`config.mk`:
```
export PLATFORM = sky130hd
export DESIGN_NAME = msr_core_regs
export DESIGN_NICKNAME = d
export VERILOG_FILES = /design/src/hw/msr_pkg.sv /design/src/hw/msr_core_regs.sv
export SDC_FILE = /design/constraint.sdc
export NUM_CORES = 1
export LEC_CHECK = 0
export ABC_AREA = 1
export BUFFER_PORTS_ARGS = -buffer_cell sky130_fd_sc_hd__buf_2
export CAP_MARGIN = 15
export CORE_MARGIN = 2
export CORE_UTILIZATION = 30
export DETAILED_ROUTE_END_ITERATION = 6
export PLACE_DENSITY = 0.56
export SLEW_MARGIN = 30
export SYNTH_ARGS = -nofsm -noshare
export SYNTH_HDL_FRONTEND = slang
export SYNTH_SLANG_ARGS = --single-unit
```
`constraint.sdc`:
```
create_clock -name clk -period 3.19 [get_ports clk]
set_input_delay 0.1595 -clock clk [delete_from_list [all_inputs] [get_ports clk]]
set_output_delay 0.1595 -clock clk [all_outputs]
set_load 0.01 [all_outputs]
```
`src/hw/msr_pkg.sv`:
```
// Package for the core special-function register bank: addresses, fields, carriers
package msr_pkg;
    // Special-function register addresses in the data space
    localparam logic [7:0] ADDR_PTR_ZERO_PORT = 8'h00;
    localparam logic [7:0] ADDR_POINTER_ZERO = 8'h01;
    localparam logic [7:0] ADDR_PTR_ONE_PORT = 8'h02;
    localparam logic [7:0] ADDR_POINTER_ONE = 8'h03;
    localparam logic [7:0] ADDR_BANK_SELECT = 8'h04;
    localparam logic [7:0] ADDR_PC_LOW = 8'h06;
    localparam logic [7:0] ADDR_STATUS = 8'h0A;
    localparam logic [7:0] ADDR_PORT_DIR = 8'h11;
    localparam logic [7:0] ADDR_SYS_SYSTEM_CONTROL_ZERO = 8'h1A;
    // Special-function area ends below this address; general RAM lies above
    localparam logic [7:0] ADDR_GP_START = 8'h80;

    // Bank select field layout
    localparam logic [7:0] BANK_MASK_SMALL = 8'h23;
    localparam logic [7:0] BANK_MASK_LARGE = 8'h67;
    localparam logic [7:0] BANK_RESET = 8'h00;
    localparam int DBANK_LSB = 0;
    localparam int PBANK_LSB = 5;

    // Status bit positions
    localparam int ST_CARRY = 0;
    localparam int ST_HALF = 1;
    localparam int ST_ZERO = 2;
    localparam int ST_WRAP = 3;
    localparam int ST_SLEEP = 4;
    localparam int ST_DOG = 5;
    localparam logic [7:0] STATUS_SW_MASK = 8'h0F;

    // System control zero bit positions
    localparam int CT_CLKSEL = 0;
    localparam int CT_XTLP = 1;
    localparam int CT_DIVPIN = 2;
    localparam int CT_PWM0 = 3;
    localparam int CT_PWM1 = 4;
    localparam int CT_SPLIT = 5;
    localparam int CT_DIVSRC = 6;
    localparam int CT_REMAP = 7;
    localparam logic [7:0] SYSTEM_CONTROL_ZERO_RESET = 8'h00;
    localparam logic [7:0] PORT_DIR_RESET = 8'hFF;
    localparam logic [7:0] ZERO_BYTE = 8'h00;
    localparam logic [7:0] PC_PAGE_RESET = 8'h00;

    // Register access from the core
    typedef struct packed {
        logic rd;
        logic wr;
        logic [7:0] addr;
        logic [7:0] wdata;
    } msr_acc_s;

    // Flag results of the ALU for the current instruction
    typedef struct packed {
        logic upd;
        logic carry;
        logic half;
        logic wrap;
        logic zero;
        logic rot;
        logic rotCarry;
    } msr_alu_s;

    // Resolved data-memory access
    typedef struct packed {
        logic [2:0] bank;
        logic [7:0] addr;
        logic isSfr;
    } msr_mem_s;
endpackage : msr_pkg

```
`src/hw/msr_core_regs.sv`:
```
// Core special-function registers: banking, status flags, direction, system control zero
`timescale 1ns/1ns
module msr_core_regs
    import msr_pkg::*;
#(
    parameter bit LARGE_VARIANT = 1'b1
) (
    input wire logic clk, // System clock
    input wire logic rst_n, // Synchronous reset, low active
    input wire logic clkEn, // Freezes all state when low
    input wire logic powerUp, // Power-on reset in progress
    input wire logic dogSleepReset, // Reset is a watchdog expiry in idle or sleep
    input wire logic dogExpiry, // Watchdog time-out event
    input wire logic dogKick, // Watchdog-clear instruction executed
    input wire logic haltExec, // Halt instruction executed
    input wire msr_pkg::msr_acc_s acc, // Register read and write access
    input wire logic accIndirect, // Access uses a pointer port
    input wire msr_pkg::msr_alu_s alu, // ALU flag results
    output logic [7:0] rdata_q, // Read data, one cycle after rd
    output logic pcLoad_q, // Program counter low loaded
    output logic [7:0] pcLow_q, // New program counter low byte
    output logic dummyCycle_q, // Inserted dummy cycle after jump
    output msr_pkg::msr_mem_s memSel_q, // Resolved data memory access
    output logic [1:0] codeBank_q, // Program bank selection
    output logic [7:0] status_q, // Status register image
    output logic [7:0] portInput_q, // Direction: one means input
    output logic [7:0] sysCtrl_q // System control zero outputs
);
    import msr_pkg::*;

    logic [7:0] bankMask;
    logic [7:0] bankSel_q;
    logic [7:0] pointerZero_q;
    logic [7:0] pointerOne_q;
    logic [3:0] statusFlags_q;
    logic dogFlag_q;
    logic sleepFlag_q;
    logic [7:0] dirReg_q;
    logic [7:0] ctrlReg_q;
    logic wrBank;
    logic wrStatus;
    logic wrDir;
    logic [7:0] statusView;
    logic [7:0] readMux;

    assign bankMask = LARGE_VARIANT ? BANK_MASK_LARGE : BANK_MASK_SMALL;
    assign wrBank = acc.wr && acc.addr == ADDR_BANK_SELECT && !accIndirect;
    assign wrStatus = acc.wr && acc.addr == ADDR_STATUS && !accIndirect;
    assign wrDir = acc.wr && acc.addr == ADDR_PORT_DIR && !accIndirect;

    // Bank selection; a watchdog reset while asleep keeps it
    always_ff @(posedge clk) begin
        if (!rst_n) begin
            if (!dogSleepReset || powerUp) begin
                bankSel_q <= BANK_RESET;
            end
        end else if (clkEn && wrBank) begin
            bankSel_q <= acc.wdata & bankMask;
        end
    end

    // Memory pointers
    always_ff @(posedge clk) begin
        if (!rst_n) begin
            pointerZero_q <= ZERO_BYTE;
            pointerOne_q <= ZERO_BYTE;
        end else if (clkEn && acc.wr && !accIndirect) begin
            if (acc.addr == ADDR_POINTER_ZERO) begin
                pointerZero_q <= acc.wdata;
            end else if (acc.addr == ADDR_POINTER_ONE) begin
                pointerOne_q <= acc.wdata;
            end
        end
    end

    // Arithmetic flags: no reset value, they power up undefined
    always_ff @(posedge clk) begin
        if (clkEn && rst_n) begin
            if (alu.upd) begin
                statusFlags_q[ST_WRAP] <= alu.wrap;
                statusFlags_q[ST_ZERO] <= alu.zero;
                statusFlags_q[ST_HALF] <= alu.half;
                statusFlags_q[ST_CARRY] <= alu.carry;
            end else if (alu.rot) begin
                statusFlags_q[ST_CARRY] <= alu.rotCarry;
            end else if (wrStatus) begin
                statusFlags_q[3:0] <= acc.wdata[3:0];
            end
        end
    end
    // Dog flag: expiry wins over a clear in the same cycle
    always_ff @(posedge clk) begin
        if (!rst_n && powerUp) begin
            dogFlag_q <= 1'b0;
        end else if (clkEn && rst_n) begin
            if (dogExpiry) begin
                dogFlag_q <= 1'b1;
            end else if (dogKick || haltExec) begin
                dogFlag_q <= 1'b0;
            end
        end
    end

    // Sleep flag; status writes are ignored for both protected flags
    always_ff @(posedge clk) begin
        if (!rst_n && powerUp) begin
            sleepFlag_q <= 1'b0;
        end else if (clkEn && rst_n) begin
            if (haltExec) begin
                sleepFlag_q <= 1'b1;
            end else if (dogKick) begin
                sleepFlag_q <= 1'b0;
            end
        end
    end

    // Status is never pushed by this block on calls or interrupts
    assign statusView = {2'b00, dogFlag_q, sleepFlag_q, statusFlags_q[3:0]};

    // One flop per pin so each direction bit stands on its own
    for (genvar g = 0; g < $bits(dirReg_q); g++) begin : g_dir
        always_ff @(posedge clk) begin
            if (!rst_n) begin
                dirReg_q[g] <= PORT_DIR_RESET[g];
            end else if (clkEn && wrDir) begin
                dirReg_q[g] <= acc.wdata[g];
            end
        end
    end

    always_ff @(posedge clk) begin
        if (!rst_n) begin
            ctrlReg_q <= SYSTEM_CONTROL_ZERO_RESET;
        end else if (clkEn && acc.wr && !accIndirect && acc.addr == ADDR_SYS_SYSTEM_CONTROL_ZERO) begin
            ctrlReg_q <= acc.wdata;
        end
    end

    // Program counter low write: jump inside page plus one dummy cycle
    always_ff @(posedge clk) begin
        if (!rst_n) begin
            pcLoad_q <= 1'b0;
            pcLow_q <= PC_PAGE_RESET;
            dummyCycle_q <= 1'b0;
        end else if (clkEn) begin
            pcLoad_q <= acc.wr && !accIndirect && acc.addr == ADDR_PC_LOW;
            dummyCycle_q <= pcLoad_q;
            if (acc.wr && !accIndirect && acc.addr == ADDR_PC_LOW) begin
                pcLow_q <= acc.wdata;
            end
        end
    end

    // Address resolution for data memory
    always_ff @(posedge clk) begin
        if (!rst_n) begin
            memSel_q <= '0;
        end else if (clkEn) begin
            if (accIndirect && acc.addr == ADDR_PTR_ZERO_PORT) begin
                memSel_q.bank <= 3'd0;
                memSel_q.addr <= pointerZero_q;
                memSel_q.isSfr <= pointerZero_q < ADDR_GP_START;
            end else if (accIndirect && acc.addr == ADDR_PTR_ONE_PORT) begin
                memSel_q.bank <= bankSel_q[DBANK_LSB +: 3];
                memSel_q.addr <= pointerOne_q;
                memSel_q.isSfr <= pointerOne_q < ADDR_GP_START;
            end else begin
                memSel_q.bank <= 3'd0;
                memSel_q.addr <= acc.addr;
                memSel_q.isSfr <= acc.addr < ADDR_GP_START;
            end
        end
    end

    // Register read mux; unused addresses and pointer ports read zero
    always_comb begin
        readMux = ZERO_BYTE;
        if (accIndirect) begin
            readMux = ZERO_BYTE;
        end else if (acc.addr == ADDR_POINTER_ZERO) begin
            readMux = pointerZero_q;
        end else if (acc.addr == ADDR_POINTER_ONE) begin
            readMux = pointerOne_q;
        end else if (acc.addr == ADDR_BANK_SELECT) begin
            readMux = bankSel_q & bankMask;
        end else if (acc.addr == ADDR_PC_LOW) begin
            readMux = pcLow_q;
        end else if (acc.addr == ADDR_STATUS) begin
            readMux = statusView;
        end else if (acc.addr == ADDR_PORT_DIR) begin
            readMux = dirReg_q;
        end else if (acc.addr == ADDR_SYS_SYSTEM_CONTROL_ZERO) begin
            readMux = ctrlReg_q;
        end
    end

    // Outputs are plain flops; images lag their working register by one cycle
    always_ff @(posedge clk) begin
        if (!rst_n) begin
            rdata_q <= ZERO_BYTE;
        end else if (clkEn && acc.rd) begin
            rdata_q <= readMux;
        end
    end

    always_ff @(posedge clk) begin
        if (!rst_n) begin
            codeBank_q <= 2'b00;
        end else if (clkEn) begin
            codeBank_q <= bankSel_q[PBANK_LSB +: 2] & bankMask[PBANK_LSB +: 2];
        end
    end

    always_ff @(posedge clk) begin
        if (!rst_n) begin
            status_q <= ZERO_BYTE;
        end else if (clkEn) begin
            status_q <= statusView;
        end
    end

    always_ff @(posedge clk) begin
        if (!rst_n) begin
            portInput_q <= PORT_DIR_RESET;
        end else if (clkEn) begin
            portInput_q <= dirReg_q;
        end
    end

    always_ff @(posedge clk) begin
        if (!rst_n) begin
            sysCtrl_q <= SYSTEM_CONTROL_ZERO_RESET;
        end else if (clkEn) begin
            sysCtrl_q <= ctrlReg_q;
        end
    end
endmodule : msr_core_regs

```
==> metrics.txt <==
# TYPE chip_impl_metric gauge
chip_impl_info{name="status",value="complete, no violations"} 1
chip_impl_metric{name="drt-pass1-iter-count",unit=""} 5
chip_impl_metric{name="synthesis.yosys.warnings",unit=""} 0
chip_impl_metric{name="via_per_inst",unit=""} 4.86
chip_impl_metric{name="number_of_port_buffers",unit=""} 87
chip_impl_metric{name="power_density",unit="mW/mm^2"} 496
chip_impl_metric{name="synth.lib_cells_used.distinct",unit=""} 34
chip_impl_metric{name="cts_inserted_buffers",unit=""} 9
chip_impl_metric{name="setup_slack_on_the_worst_flop_to_flop_path",unit="ns"} 1.96
chip_impl_metric{name="grt_max_degree",unit=""} 50
chip_impl_metric{name="die_width",unit="um"} 121
chip_impl_metric{name="wire_length_of_the_first_global_routing_pass",unit="um"} 19900
chip_impl_metric{name="detailedRoute.firstIterationViolations",unit=""} 327
chip_impl_metric{name="area_growth_synth_to_finish",unit="%"} 20.7
chip_impl_info{name="tritoncts_clock_tree",value="done"} 1
chip_impl_info{name="setup.worst_path.start",value="acc[12]"} 1
chip_impl_metric{name="ys_seq_elements",unit=""} 97
chip_impl_metric{name="vdd_drop_max",unit="uV"} 257
chip_impl_info{name="critical-path-top-cell-by-count",value="nor2_2"} 1
chip_impl_metric{name="required_time_of_the_critical_path",unit="ns"} 3.17
chip_impl_metric{name="report.final.hold_viol_count",unit=""} 0
chip_impl_metric{name="fin_setup_tns",unit="ns"} 0
chip_impl_metric{name="die_footprint",unit="sq mm"} 0.0147
chip_impl_metric{name="placement.setup.worst_slack",unit="ns"} 1.26
chip_impl_metric{name="clkLatencyLatePin",unit="ns"} 0.35
chip_impl_metric{name="routed_wirelength",unit="um"} 12900
chip_impl_info{name="launching_point_of_the_worst_reg2reg_path",value="statusFlags_q[0]"} 1
chip_impl_metric{name="cp_slowest_stage_delay",unit="ns"} 0.54
chip_impl_metric{name="placement_rows",unit=""} 42
chip_impl_metric{name="worstPathBufferInverterCount",unit=""} 1
chip_impl_info{name="hold_path_startpoint",value="dogExpiry"} 1
chip_impl_metric{name="place.detailed.instances",unit=""} 782
chip_impl_info{name="critPathCapture",value="bankSel_q[5]"} 1
chip_impl_metric{name="grt_pass1_vias",unit=""} 3669
chip_impl_metric{name="instances_no_fill",unit=""} 798
chip_impl_metric{name="core_area",unit="sq mm"} 0.0133
chip_impl_metric{name="count_of_buffers_added_by_post_cts_timing_repair_for_setup",unit=""} 0
chip_impl_metric{name="clk_pin_slew",unit="ns"} 0.07
chip_impl_info{name="worstSetupStartpointType",value="input port"} 1
chip_impl_metric{name="cp.arrival",unit="ns"} 1.55
chip_impl_metric{name="start_util",unit="%"} 30.9
chip_impl_metric{name="synth_area_per_cell",unit="sq um"} 7.71
chip_impl_info{name="critical_path.endpoint_type",value="flip-flop"} 1
chip_impl_metric{name="clock_skew",unit="ns"} 0.0119
chip_impl_metric{name="globalplace.congestion",unit=""} 0.939
chip_impl_info{name="cts_root_buffer",value="clkbuf_16"} 1
chip_impl_metric{name="avg_wl_per_cell",unit="um"} 16.2
chip_impl_metric{name="cts_repair_resize_count",unit=""} 0
chip_impl_info{name="final_common_cell",value="nand2_1"} 1
chip_impl_metric{name="synth_cells",unit=""} 536
chip_impl_metric{name="fin_crit",unit="ns"} 1.56
chip_impl_metric{name="ctsHoldBuffers",unit=""} 0
chip_impl_info{name="final_cell_mix",value="nand2_1, dfxtp_1, buf_2, inv_1, a21oi_1"} 1
chip_impl_metric{name="leakagePower",unit="nW"} 2.23
chip_impl_info{name="crit_type",value="in -> reg"} 1
chip_impl_info{name="timing.critical_path.max_delay_family",value="compound AO/OA/AOI/OAI gates"} 1
chip_impl_metric{name="worstSetupPathDepth",unit=""} 6
chip_impl_metric{name="die_y",unit="um"} 121
chip_impl_metric{name="number_of_antenna_violations_at_the_first_check_in_global_routing",unit=""} 0
chip_impl_metric{name="clock_tree.buffer_depth",unit=""} 2
chip_impl_metric{name="timing.hold.worst_path_depth",unit=""} 3
chip_impl_metric{name="route.detailed.drc",unit=""} 0
chip_impl_info{name="setup_repair_after_global_routing_missed_its_margin",value="no"} 1
chip_impl_metric{name="dpl.hpwl",unit="um"} 9680
chip_impl_metric{name="overflow",unit=""} 0
chip_impl_metric{name="netlist_area",unit="sq mm"} 0.00413
chip_impl_info{name="min_path_type",value="in -> reg"} 1
chip_impl_metric{name="final_max_slew_viol_count",unit=""} 0
chip_impl_metric{name="worst_slew_margin_rel",unit="%"} 51.5
chip_impl_metric{name="setup_viol",unit=""} 0
chip_impl_metric{name="post-route-period-util",unit="%"} 48.9
chip_impl_metric{name="antenna_cells_inserted",unit=""} 0
chip_impl_metric{name="layout-drive-gt1-share",unit="%"} 21.1
chip_impl_metric{name="max_clock_freq",unit="MHz"} 640
chip_impl_metric{name="io_pins",unit=""} 90
chip_impl_metric{name="timing.final.ws_setup",unit="ns"} 1.63
chip_impl_metric{name="via_count",unit=""} 3880
chip_impl_metric{name="layout.filler_cells",unit=""} 1440
chip_impl_metric{name="h-tree-depth",unit=""} 3
chip_impl_metric{name="cap_violations",unit=""} 0
chip_impl_metric{name="antenna_left",unit=""} 0
chip_impl_metric{name="clock_sink_count",unit=""} 97
chip_impl_info{name="worst_path_max_delay_cell",value="a31oi_1"} 1
chip_impl_metric{name="tightest_slew",unit="ns"} 0.725
chip_impl_metric{name="nets",unit=""} 651
chip_impl_info{name="crit_path_cell_trace",value="buf_2, nor2_2, nand2_4, nor2_2, a21oi_1, a31oi_1"} 1
chip_impl_metric{name="grt_usage",unit="%"} 18.0
chip_impl_metric{name="overall_power_consumption",unit="mW"} 2.47
chip_impl_metric{name="seq_area_frac_synth",unit="%"} 49.2
chip_impl_metric{name="r2r_cells",unit=""} 6
chip_impl_metric{name="critical_path_peak_fanout",unit=""} 9
chip_impl_info{name="critical_path.reg2reg.endpoint",value="rdata_q[0]"} 1
==> where the power goes <==
group	internal [mW]	leakage, nW	switching, mW
Clock	0.550	0.135	0.479
Combinational	0.0550	1.29	0.119
Sequential	1.26	0.796	0.0139
Total	1.86	2.23	0.611
==> area by class of cell <==
cell class / instances / area, sq um / area share, %
timing repair buffer: 92 / 473 / 9.49
clock inverter: 6 / 40.0 / 0.803
multi-input combinational: 355 / 1750 / 35.1
tap: 176 / 220 / 4.42
inverter: 62 / 233 / 4.67
sequential: 97 / 2030 / 40.8
clock buffer: 10 / 239 / 4.79
==> stage by stage <==
stage          utilization [%]  hold WS [ns]  cell area (sq um)
3_3_place_gp              35.3         0.425               4710
2_1_floorplan                -         0.294               4130
5_1_grt                   37.3        0.0719               4980
6_report                  37.3        0.0628               4980
4_1_cts                   37.3        0.0534               4980
3_5_place_dp              35.3         0.431               4710
==> logic make-up after synthesis <==
logic type             share of synthesized area, %
AO/OA/AOI/OAI                                  19.8
buffers and inverters                          8.63
flip-flops                                     49.2
other                                        0.0908
AND/OR/NAND/NOR                                22.2
==> registers in the layout, indices dropped and copies added, names as in the netlist, 6 cells and up <==
signal and flops:
dirReg_q 8, pointerOne_q 8, status_q 6, pointerZero_q 8
portInput_q 8, pcLow_q 8, rdata_q 8, sysCtrl_q 8
memSel_q 12, ctrlReg_q 8
==> tightest hold or removal path: stages <==
cell and delay [ns]:
buf_2 0.09, nand2_1 0.06, a21oi_1 0.06
==> worst min-delay path by stage <==
stage	end
after global routing	dogFlag_q
final	dogFlag_q
after detailed placement	dogFlag_q
after floorplan	pointerZero_q[5]
after CTS	dogFlag_q
after global placement	dogFlag_q
==> synth_stat cells <==
library cell / n / area, sq um
nand2_2: 4 / 25.0
buf_1: 1 / 3.75
nand3_1: 37 / 185
a211oi_1: 1 / 7.51
a22oi_1: 1 / 7.51
clkinv_1: 1 / 3.75
nand2_4: 1 / 11.3
nor2_1: 45 / 169
a22o_1: 7 / 61.3
clkbuf_1: 8 / 30.0
o21bai_1: 1 / 7.51
o311ai_0: 1 / 8.76
inv_2: 7 / 26.3
buf_6: 2 / 22.5
o21ai_1: 11 / 55.1
a41oi_1: 1 / 8.76
a31oi_1: 2 / 12.5
nor3_2: 1 / 10.0
edfxtp_1: 9 / 270
buf_4: 3 / 22.5
nand4_1: 1 / 6.26
inv_1: 54 / 203
nor4_2: 1 / 12.5
nor2_8: 1 / 20.0
dfxtp_1: 88 / 1760
o22a_1: 8 / 70.1
buf_2: 9 / 45.0
o21ai_0: 47 / 235
nor2_4: 3 / 33.8
nor2_2: 4 / 25.0
conb_1: 1 / 3.75
a21oi_1: 51 / 255
o211ai_1: 12 / 90.1
nand2_1: 112 / 420
==> per-layer routing <==
metal / track usage [%] / up-vias / part of all wire, %
met4: 8.26 / 0 / 2.2
met1: 24.1 / 1813 / 47
li1: - / 1938 / -
met2: 28.2 / 113 / 45
met3: 3.34 / 16 / 5.2
met5: 0 / - / 0
Power figures use the tool's default switching activity.
